**src/logic/dar_defs.svh**
```systemverilog
// Constants of the disk access address router
`ifndef DAR_DEFS_SVH
`define DAR_DEFS_SVH

// Seek address: five decimal digits, high-order digit in the top nibble
`define DAR_ADDR_W        20
`define DAR_HI_DIGIT_MSB  19
`define DAR_HI_DIGIT_LSB  16
// First high-order digit served by the second file (50000 and up)
`define DAR_HALF_DIGIT    4'h5
// Tenth-character control code that keeps the read/write arm on the seeking arm
`define DAR_HOLD_CODE     4'h4

// Timing
`define DAR_CLK_HZ        10000000
`define DAR_SEEK_TIME_MS  600
`define DAR_SEEK_CYCLES   ((64'd`DAR_SEEK_TIME_MS * 64'd`DAR_CLK_HZ) / 64'd1000)
`define DAR_CNT_W         23

// Reset values
`define DAR_RST_ARM       1'b0
`define DAR_RST_FILE      1'b0
`define DAR_RST_ADDR      20'h0_0000

`endif

```
**src/logic/dar_pkg.sv**
```systemverilog
// Types of the disk access address router
package dar_pkg;

   typedef logic [19:0] dar_addr_t;

   typedef enum logic [1:0] {
      ARM_IDLE = 2'b01,
      ARM_MOVE = 2'b10
   } dar_arm_state_t;

endpackage : dar_pkg

```
**src/logic/dar_arm_if.sv**
```systemverilog
// Link between the router core and one access arm
`timescale 1ns/1ps
`default_nettype none

interface dar_arm_if;
   logic              start;
   dar_pkg::dar_addr_t addr;
   logic              busy;

   modport ctrl (output start, output addr, input busy);
   modport arm  (input start, input addr, output busy);
endinterface : dar_arm_if

`default_nettype wire

```
**src/logic/dar_arm.sv**
```systemverilog
// One access arm: private address register and seek timer
`timescale 1ns/1ps
`default_nettype none
`include "dar_defs.svh"

module dar_arm #(
   parameter int unsigned SEEK_CYCLES = 32'(`DAR_SEEK_CYCLES),
   parameter int unsigned CNT_W       = `DAR_CNT_W
) (
   // Clock, reset, enable
   input  wire logic clk_in,
   input  wire logic rst_n_in,
   input  wire logic ce_in,
   // Router side
   dar_arm_if.arm    port
);

   dar_pkg::dar_arm_state_t state_ff,  nxt_state;
   logic [CNT_W-1:0]        cnt_ff,    nxt_cnt;
   dar_pkg::dar_addr_t      addr_ff,   nxt_addr;
   logic                    busy_ff,   nxt_busy;

   always_comb
   begin
      nxt_state = state_ff;
      nxt_cnt   = cnt_ff;
      nxt_addr  = addr_ff;
      unique case (state_ff)
         dar_pkg::ARM_IDLE:
         begin
            if (port.start)
            begin
               nxt_addr  = port.addr;  // [RULE_08]
               nxt_cnt   = CNT_W'(SEEK_CYCLES - 1);  // [RULE_07]
               nxt_state = dar_pkg::ARM_MOVE;
            end
         end
         dar_pkg::ARM_MOVE:
         begin
            // Only the private register steers the move [RULE_09]
            if (cnt_ff == '0)
               nxt_state = dar_pkg::ARM_IDLE;
            else
               nxt_cnt = cnt_ff - CNT_W'(1);
         end
         default:
            nxt_state = dar_pkg::ARM_IDLE;
      endcase
      nxt_busy = (nxt_state == dar_pkg::ARM_MOVE);
   end

   always_ff @(posedge clk_in)
   begin
      if (!rst_n_in)
      begin
         state_ff <= dar_pkg::ARM_IDLE;
         cnt_ff   <= '0;
         addr_ff  <= `DAR_RST_ADDR;
         busy_ff  <= 1'b0;
      end
      else if (ce_in)
      begin
         state_ff <= nxt_state;
         cnt_ff   <= nxt_cnt;
         addr_ff  <= nxt_addr;
         busy_ff  <= nxt_busy;
      end
   end

   assign port.busy = busy_ff;
endmodule : dar_arm

`default_nettype wire

```
**src/logic/dar_router.sv**
```systemverilog
// Disk access address router: file and arm steering for seeks and read/write
//
// Contract
// [RULE_01] Addresses 50000-99999 go to second file
// [RULE_02] One shared register; file chosen at half-way
// [RULE_03] Upper addresses never folded by subtracting five
// [RULE_04] Arms of both files never move together
// [RULE_05] Read/write uses last delivered address
// [RULE_06] Program readdresses a file before rewriting
// [RULE_07] Each arm seeks about six hundred milliseconds
// [RULE_08] Address buffered, then copied to arm, seek starts
// [RULE_09] Moving arm follows only its private register
// [RULE_10] One arm reads while the other seeks
// [RULE_11] Auto mode alternates arm 0 and 1
// [RULE_12] Select inputs choose arm for next seek
// [RULE_13] Permanent selection behaves as single-arm file
// [RULE_14] Mode input may change during operation
// [RULE_15] First seek arm 0; previous arm reads
// [RULE_16] Code four keeps read on seeking arm
// [RULE_17] Seek conditions other arm for next read
// [RULE_18] Selected arm takes all commands until reselected
// [RULE_19] Interlock stalls seek until other file idle
`timescale 1ns/1ps
`default_nettype none
`include "dar_defs.svh"

module dar_router #(
   parameter int unsigned SEEK_CYCLES = 32'(`DAR_SEEK_CYCLES),
   parameter int unsigned ADDR_W      = `DAR_ADDR_W
) (
   // Clock, reset, enable
   input  wire logic              CORE_CLK_IN,
   input  wire logic              RST_N_IN,
   input  wire logic              CE_IN,
   // Configuration and arm selection
   input  wire logic              SECOND_FILE_IN,
   input  wire logic              SEL_MODE_IN,
   input  wire logic              SEL_ARM0_IN,
   input  wire logic              SEL_ARM1_IN,
   // Seek request
   input  wire logic              SEEK_REQ_IN,
   input  wire logic [ADDR_W-1:0] SEEK_ADDR_IN,
   input  wire logic [3:0]        SEEK_CODE_IN,
   output logic                   SEEK_READY_OUT,
   output logic                   ADDR_ERR_OUT,
   // Read/write request
   input  wire logic              RW_REQ_IN,
   output logic                   RW_STROBE_OUT,
   output logic                   RW_FILE_OUT,
   output logic                   RW_ARM_OUT,
   output logic [ADDR_W-1:0]      RW_ADDR_OUT,
   // Arm status
   output logic [3:0]             SEEK_START_OUT,
   output logic [3:0]             ARM_BUSY_OUT
);

   function automatic logic upper_half(input logic [ADDR_W-1:0] a);
      // Compare only; the address itself is passed on unaltered
      upper_half = (a[`DAR_HI_DIGIT_MSB:`DAR_HI_DIGIT_LSB] >= `DAR_HALF_DIGIT);
   endfunction : upper_half

   dar_arm_if arm_if [4] ();
   logic [3:0] busy_w;

   // Shared seek buffer and request state
   logic [ADDR_W-1:0] jbuf_ff,   nxt_jbuf;
   logic              pend_ff,   nxt_pend;
   logic              ready_ff,  nxt_ready;
   logic              file_ff,   nxt_file;
   logic              hold_ff,   nxt_hold;
   logic              err_ff,    nxt_err;
   // Arm sequencing
   logic              seek_arm_ff, nxt_seek_arm;
   logic              prev_arm_ff, nxt_prev_arm;
   logic              rw_arm_ff,   nxt_rw_arm;
   logic              rw_file_ff,  nxt_rw_file;
   logic              sel_arm_ff,  nxt_sel_arm;
   logic [3:0]        start_ff,    nxt_start;
   logic [3:0]        busy_ff;
   // Read/write state
   logic              rw_pend_ff,  nxt_rw_pend;
   logic              rw_stb_ff,   nxt_rw_stb;
   logic              rw_fo_ff,    nxt_rw_fo;
   logic              rw_ao_ff,    nxt_rw_ao;
   logic [ADDR_W-1:0] rw_addr_ff,  nxt_rw_addr;

   logic              accept;
   logic              issue;
   logic              interlock;
   logic              tgt_arm;
   logic [1:0]        tgt_idx;
   logic              rw_arm_eff;
   logic [1:0]        rw_idx;
   logic              rw_grant;

   always_comb
   begin
      accept     = CE_IN && SEEK_REQ_IN && ready_ff;
      // Mode is read live, so a program may switch at any time [RULE_14]
      tgt_arm    = SEL_MODE_IN ? sel_arm_ff : seek_arm_ff;  // [RULE_11] [RULE_12] [RULE_13]
      tgt_idx    = {file_ff, tgt_arm};
      // Arm numbers of the other file busy: hold this seek [RULE_04] [RULE_19]
      interlock  = file_ff ? |busy_w[1:0] : |busy_w[3:2];
      issue      = CE_IN && pend_ff && !interlock && !busy_w[tgt_idx];
      rw_arm_eff = SEL_MODE_IN ? sel_arm_ff : rw_arm_ff;  // [RULE_18]
      rw_idx     = {rw_file_ff, rw_arm_eff};
      // Positioned arm serves while the other one may still move [RULE_10]
      // A start pulse still on its way means the arm is about to move
      rw_grant   = CE_IN && rw_pend_ff && !busy_w[rw_idx] && !start_ff[rw_idx];
   end

   // Seek path
   always_comb
   begin
      nxt_jbuf     = jbuf_ff;
      nxt_pend     = pend_ff;
      nxt_file     = file_ff;
      nxt_hold     = hold_ff;
      nxt_err      = err_ff;
      nxt_seek_arm = seek_arm_ff;
      nxt_prev_arm = prev_arm_ff;
      nxt_rw_arm   = rw_arm_ff;
      nxt_rw_file  = rw_file_ff;
      nxt_sel_arm  = sel_arm_ff;
      nxt_start    = 4'h0;
      // Select inputs only count in select mode
      if (SEL_MODE_IN && SEL_ARM0_IN)
         nxt_sel_arm = 1'b0;  // [RULE_12] [RULE_18]
      else if (SEL_MODE_IN && SEL_ARM1_IN)
         nxt_sel_arm = 1'b1;  // [RULE_12] [RULE_18]
      if (issue)
      begin
         nxt_pend            = 1'b0;
         nxt_start[tgt_idx]  = 1'b1;  // [RULE_08]
         nxt_prev_arm        = tgt_arm;
         nxt_rw_file         = file_ff;  // [RULE_05]
         if (!SEL_MODE_IN)
         begin
            nxt_seek_arm = ~seek_arm_ff;  // [RULE_11]
            // Code four: same arm seeks and reads; else the prior seek's arm [RULE_16]
            nxt_rw_arm   = hold_ff ? tgt_arm : prev_arm_ff;  // [RULE_15] [RULE_17]
         end
      end
      if (accept)
      begin
         nxt_jbuf = SEEK_ADDR_IN;  // [RULE_02] [RULE_03]
         nxt_pend = 1'b1;
         nxt_file = SECOND_FILE_IN && upper_half(SEEK_ADDR_IN);  // [RULE_01] [RULE_02]
         nxt_hold = (SEEK_CODE_IN == `DAR_HOLD_CODE);
         // No second file: flag, and the first file is not refolded onto
         nxt_err  = !SECOND_FILE_IN && upper_half(SEEK_ADDR_IN);  // [RULE_03]
      end
      nxt_ready = !nxt_pend;  // [RULE_19]
   end

   // Read/write path
   always_comb
   begin
      nxt_rw_pend = rw_pend_ff;
      nxt_rw_stb  = 1'b0;
      nxt_rw_fo   = rw_fo_ff;
      nxt_rw_ao   = rw_ao_ff;
      nxt_rw_addr = rw_addr_ff;
      if (rw_grant)
      begin
         nxt_rw_pend = 1'b0;
         nxt_rw_stb  = 1'b1;
         nxt_rw_fo   = rw_file_ff;
         nxt_rw_ao   = rw_arm_eff;
         // Always the last delivered address; rewrites rely on readdressing [RULE_05] [RULE_06]
         nxt_rw_addr = jbuf_ff;
      end
      // A request landing with a grant is kept, not lost
      if (CE_IN && RW_REQ_IN)
         nxt_rw_pend = 1'b1;
   end

   always_ff @(posedge CORE_CLK_IN)
   begin
      if (!RST_N_IN)
      begin
         jbuf_ff     <= `DAR_RST_ADDR;
         pend_ff     <= 1'b0;
         ready_ff    <= 1'b0;
         file_ff     <= `DAR_RST_FILE;
         hold_ff     <= 1'b0;
         err_ff      <= 1'b0;
         seek_arm_ff <= `DAR_RST_ARM;  // [RULE_15]
         prev_arm_ff <= `DAR_RST_ARM;
         rw_arm_ff   <= `DAR_RST_ARM;
         rw_file_ff  <= `DAR_RST_FILE;
         sel_arm_ff  <= `DAR_RST_ARM;
         start_ff    <= 4'h0;
         busy_ff     <= 4'h0;
         rw_pend_ff  <= 1'b0;
         rw_stb_ff   <= 1'b0;
         rw_fo_ff    <= `DAR_RST_FILE;
         rw_ao_ff    <= `DAR_RST_ARM;
         rw_addr_ff  <= `DAR_RST_ADDR;
      end
      else if (CE_IN)
      begin
         jbuf_ff     <= nxt_jbuf;
         pend_ff     <= nxt_pend;
         ready_ff    <= nxt_ready;
         file_ff     <= nxt_file;
         hold_ff     <= nxt_hold;
         err_ff      <= nxt_err;
         seek_arm_ff <= nxt_seek_arm;
         prev_arm_ff <= nxt_prev_arm;
         rw_arm_ff   <= nxt_rw_arm;
         rw_file_ff  <= nxt_rw_file;
         sel_arm_ff  <= nxt_sel_arm;
         start_ff    <= nxt_start;
         busy_ff     <= busy_w;
         rw_pend_ff  <= nxt_rw_pend;
         rw_stb_ff   <= nxt_rw_stb;
         rw_fo_ff    <= nxt_rw_fo;
         rw_ao_ff    <= nxt_rw_ao;
         rw_addr_ff  <= nxt_rw_addr;
      end
   end

   for (genvar g = 0; g < 4; g++)
   begin : g_arm
      assign arm_if[g].start = start_ff[g];
      assign arm_if[g].addr  = jbuf_ff;
      assign busy_w[g]       = arm_if[g].busy;
      dar_arm #(
         .SEEK_CYCLES (SEEK_CYCLES)
      ) u_arm (
         .clk_in   (CORE_CLK_IN),
         .rst_n_in (RST_N_IN),
         .ce_in    (CE_IN),
         .port     (arm_if[g])
      );
   end

   assign SEEK_READY_OUT = ready_ff;
   assign ADDR_ERR_OUT   = err_ff;
   assign RW_STROBE_OUT  = rw_stb_ff;
   assign RW_FILE_OUT    = rw_fo_ff;
   assign RW_ARM_OUT     = rw_ao_ff;
   assign RW_ADDR_OUT    = rw_addr_ff;
   assign SEEK_START_OUT = start_ff;
   // Registered copy, one cycle behind the arms
   assign ARM_BUSY_OUT   = busy_ff;
endmodule : dar_router

`default_nettype wire

```
**config.mk**
```make
export PLATFORM = sky130hd
export DESIGN_NAME = dar_router
export DESIGN_NICKNAME = d
export VERILOG_FILES = /design/src/logic/dar_pkg.sv /design/src/logic/dar_arm_if.sv /design/src/logic/dar_arm.sv /design/src/logic/dar_router.sv
export VERILOG_INCLUDE_DIRS = /design/src /design/src/logic
export SDC_FILE = /design/constraint.sdc
export NUM_CORES = 1
export LEC_CHECK = 0
export BUFFER_PORTS_ARGS = -buffer_cell sky130_fd_sc_hd__buf_4
export CAP_MARGIN = 10
export CORE_ASPECT_RATIO = 1.5
export CORE_MARGIN = 1
export CORE_UTILIZATION = 54
export CTS_BUF_LIST = sky130_fd_sc_hd__clkbuf_4 sky130_fd_sc_hd__clkbuf_8 sky130_fd_sc_hd__clkbuf_16
export DETAILED_ROUTE_END_ITERATION = 6
export PLACE_DENSITY = 0.78
export SYNTH_ARGS = -nofsm -noshare
export SYNTH_HDL_FRONTEND = slang
export SYNTH_SLANG_ARGS = --single-unit
```
**constraint.sdc**
```tcl
create_clock -name CORE_CLK_IN -period 2.2 [get_ports CORE_CLK_IN]
set_clock_uncertainty 0.05 [all_clocks]
set_input_delay 0.44 -clock CORE_CLK_IN [delete_from_list [all_inputs] [get_ports CORE_CLK_IN]]
set_output_delay 0.44 -clock CORE_CLK_IN [all_outputs]
set_load 0.05 [all_outputs]
```
==> results.env <==
CRITICAL_PATH.CELL_CHAIN='or4_4 > or3_4 > buf_6 > o311ai_4 > buf_12 > nor4_2 > o31a_1'
HOLD_VIOL_FINAL=0
PORTION_OF_THE_CLOCK_CYCLE_CONSUMED_BY_THE_WORST_PATH_IN_THE_FINAL_LAYOUT=1.050
GRT.TOTAL_USAGE=0.2780
LEAKAGE_nW=4.282
WORST_SKEW_PAIR.LATE_LATENCY_NS=0.43
REPORT.FINAL.SETUP_VIOL=20
TRITONCTS_CLOCK_TREE='built'
ROUTE.DETAILED.VIAS_PER_INST=6.046
NUM_CTS_BUFFERS=17
N_ANTENNA_CELL=0
HOLD_PATH.STARTPOINT='SEL_ARM0_IN'
DIE-WIDTH_UM=102.2
CRIT-REG2REG-LAUNCH='g_arm[1].u_arm.cnt_ff[16]'
FIRST_ITER_VIOLATIONS=352
PLACEDINSTANCEAREA_SQ_UM=9593
HTREE_LEVELS=4
IOPINCOUNT=66
POSTROUTEANTENNANETS=0
CRIT_PATH_TOP_DELAY_CELL='sky130_fd_sc_hd__or4_4'
MAPPEDNETLISTAREA_SQ_UM=8130
NUMPORTBUFFERS=65
REG2REGPATHDEPTH=7
F_MAX_MHz=432.7
SLEW_VIOL_FINAL=0
GRT_SETUP_UNREPAIRED='yes'
PIN_COUNT_OF_THE_BIGGEST_NET_ENTERING_GLOBAL_ROUTING=44
SYN2LAYOUT_AREA_GROWTH_PCT=29.39
HPWLAFTERDP_UM=14530
FP.DIEAREA_SQ_UM=15560
TIMING.CRITICAL_PATH.FANOUT_MAX=14
WORSTHOLDENDPOINT='sel_arm_ff'
VIOLATIONS_IN_THE_FINAL_REPORTS='setup timing'
ANTENNA_VIOLATIONS_BEFORE_REPAIR=0
FIRST_GLOBAL_VIAS=7829
DRIVE_GT1_FRAC=0.2736
PLACEMENTROWS=54
STARTPOINT_TYPE='flop'
CP_TOP_DELAY_FAMILY='simple AND/OR/NAND/NOR gates'
YOSYS_REGISTER_BITS=166
INITIAL_CORE_UTIL=0.5571
OUTCOME='finished with violations'
ROUTE.DETAILED.DRC=0
SYNTH-EDFF-COUNT=0
PATH_CLASS='reg2reg'
DATA_REQUIRED_TIME_AT_THE_WORST_ENDPOINT_NS=2.47
DRTPASS1ITERATIONS=5
WORST_SETUP_EP_TYPE='flop'
SYNTH-ASYNC-RESET-RATIO=0
YS_WARN_COUNT=0
MIN_PATH_CELLS=2
TIMING.CRITICAL_PATH.ARRIVAL_NS=2.58
LAYOUT.CELLS.MOST_COMMON_LIST='sky130_fd_sc_hd__buf_4, sky130_fd_sc_hd__dfxtp_1, sky130_fd_sc_hd__nand2_1'
GLOBAL_ROUTE.USAGE.MET3=0.05183
CLK_TRANSITION_REPORTED_PATHS_NS=0.07
GRT_FIRST_PASS_WIRELENGTH_UM=34980
VIA_COUNT=8168
LAYOUT.NETS=1191
AVGROUTEDWIREPERCELL_UM=15.71
CRITICAL_PATH.REG2REG.ENDPOINT='g_arm[1].u_arm.cnt_ff[15]'
GLOBAL_ROUTE.PEAK_USAGE_LAYER='met2'
GRT_UTIL_MET1=0.3052
SYNTH_CELL_TYPES=70
OVERFLOW=0
COUNT_OF_MAPPED_CELLS_OUT_OF_SYNTHESIS=979
CELLPOWERDENSITY_nW_PER_UM2=594.6
CRIT_PATH_MAX_INCR_DELAY_NS=0.53
WL_UM=21220
HOLD_WC_PATH_TYPE='in2reg'
PLACE_CONGESTION=0.8631
FLOORPLAN.DIE.HEIGHT_UM=152.3
WORST-PATH-BUF-INV=2
REG2REG_SLACK_NS=-0.11
LAYOUT.CELL_AREA.NON_FILLER_SQ_UM=10520
MAX-SLEW-MARGIN-REL=0.6775
POST-ROUTE-WORST-SETUP-SLACK_NS=-0.1108
CORE_AREA_SQ_UM=14590
CAP_VIOL_MAX_COUNT=0
MAIN_FLOP_TYPE_AFTER_SYNTHESIS='sky130_fd_sc_hd__dfxtp_1'
POST_SYNTH.CELL_AREA_AVG_SQ_UM=8.305
CTS_ROOT_BUF='sky130_fd_sc_hd__clkbuf_16'
VDD_IR_DROP_MAX_V=0.0004663
CTS.PATH.MAX_BUFFERS=2
GRTUSAGEMET2=0.4919
LAYOUT_COMMONEST_CELL='sky130_fd_sc_hd__buf_4'
SETUP-TNS-FINAL_NS=-1.566
YOSYSSEQAREASHARE=0.4087
FINALCRITICALPERIOD_NS=2.311
MAPPEDNETLISTNETS=1028
TRITONCTS_NUM_SINKS=166
MAX_SLEW.WORST_PIN.SLEW_NS=0.4819
## layer usage
metal,wire (um),vias up
met5,0,-
met4,690,0
met3,887,60
met2,11170,223
met1,8474,3889
li1,-,3996
## what timing repair did
action,in CTS,in global routing
pin swaps,7,29
gates resized for setup,12,49
hold buffers,0,0
endpoints found under the setup margin,29,64
cloned,1,2
buffers inserted,3,7
## kinds of logic after synthesis
kind of cell	synth area share
xor+xnor	0.01831
compound gates	0.2093
mux	0.01801
buf+inv	0.04217
simple gates	0.2789
fa+ha+maj	0.02462
flops	0.4087
## sequential cells by signal, indices dropped and copies added, names as in the netlist, 4 cells and up
name                   count
ARM_BUSY_OUT               4
RW_ADDR_OUT               20
SEEK_START_OUT             4
arm_if.addr               20
g_arm.u_arm.cnt_ff        92
g_arm.u_arm.port.busy      4
g_arm.u_arm.state_ff       8
## cell usage after synthesis, drive strengths merged, types with 6 or more instances
cell type | instances | area, sq um
and4 | 7 | 61.31
or2 | 9 | 56.30
nand2b | 10 | 62.56
nand4 | 23 | 143.9
nand2 | 117 | 439.2
ha | 16 | 200.2
a311oi | 14 | 122.6
nor4 | 24 | 175.2
o211ai | 7 | 52.55
nand3 | 39 | 195.2
mux2i | 9 | 90.09
clkbuf | 44 | 165.2
nor3 | 31 | 155.2
a211oi | 18 | 135.1
a31oi | 31 | 193.9
a21o | 6 | 46.30
or4 | 29 | 230.2
a21oi | 60 | 304.0
or3 | 32 | 209.0
xor2 | 15 | 131.4
o31ai | 20 | 150.1
dfxtp | 166 | 3323
and3 | 7 | 46.29
buf | 12 | 80.07
o21ai | 54 | 270.3
nor2 | 72 | 270.3
inv | 26 | 97.59
## layout make-up
class	count	area, sq um
multi-input combinational	732	4716
fill	1107	4074
sequential	166	3331
timing repair buffer	199	1560
clock buffer	19	452.9
tap	196	245.2
clock inverter	13	117.6
inverter	26	97.59
## report_power, final
group          internal [W]  switching, W  leakage (nW)
clock network       0.00154       0.00130         0.277
logic              0.000149      0.000215          2.66
registers           0.00303     0.0000166          1.34
total               0.00472       0.00154          4.28
## worst max path at each step
stage	startpoint	end	slack, ns	cells after the start
3_5_place_dp	g_arm[2].u_arm.state_ff[1]	g_arm[2].u_arm.cnt_ff[6]	-0.24	8
4_1_cts	g_arm[1].u_arm.cnt_ff[16]	g_arm[1].u_arm.cnt_ff[18]	-0.11	5
2_1_floorplan	g_arm[1].u_arm.cnt_ff[19]	g_arm[1].u_arm.cnt_ff[9]	-0.07	6
5_1_grt	g_arm[1].u_arm.cnt_ff[16]	g_arm[1].u_arm.cnt_ff[1]	-0.17	7
6_report	g_arm[1].u_arm.cnt_ff[16]	g_arm[1].u_arm.cnt_ff[15]	-0.11	7
3_3_place_gp	g_arm[1].u_arm.cnt_ff[19]	g_arm[1].u_arm.cnt_ff[18]	-0.18	5
## worst reg2reg max path: stages (launching register included)
cell,delay (ns)
sky130_fd_sc_hd__dfxtp_2,0.32
sky130_fd_sc_hd__or4_4,0.53
sky130_fd_sc_hd__or3_4,0.37
sky130_fd_sc_hd__buf_6,0.15
sky130_fd_sc_hd__o311ai_4,0.29
sky130_fd_sc_hd__buf_12,0.19
sky130_fd_sc_hd__nor4_2,0.06
sky130_fd_sc_hd__o31a_1,0.25
## metrics by stage
stage | power, W | setup WS [ns] | hold slack, ns | util | cells
after floorplan | 0.003310 | -0.07407 | 0.3822 | - | 979
after global placement | 0.003454 | -0.1764 | 0.3898 | 0.6573 | 1306
after detailed placement | 0.003458 | -0.2428 | 0.3970 | 0.6573 | 1306
after CTS | 0.006282 | -0.1119 | 0.1423 | 0.7013 | 1342
after global routing | 0.006467 | -0.1657 | 0.1449 | 0.7209 | 1351
final | 0.006256 | -0.1108 | 0.1529 | 0.7209 | 1351
Note: power is estimated with default switching activity, not from simulation.
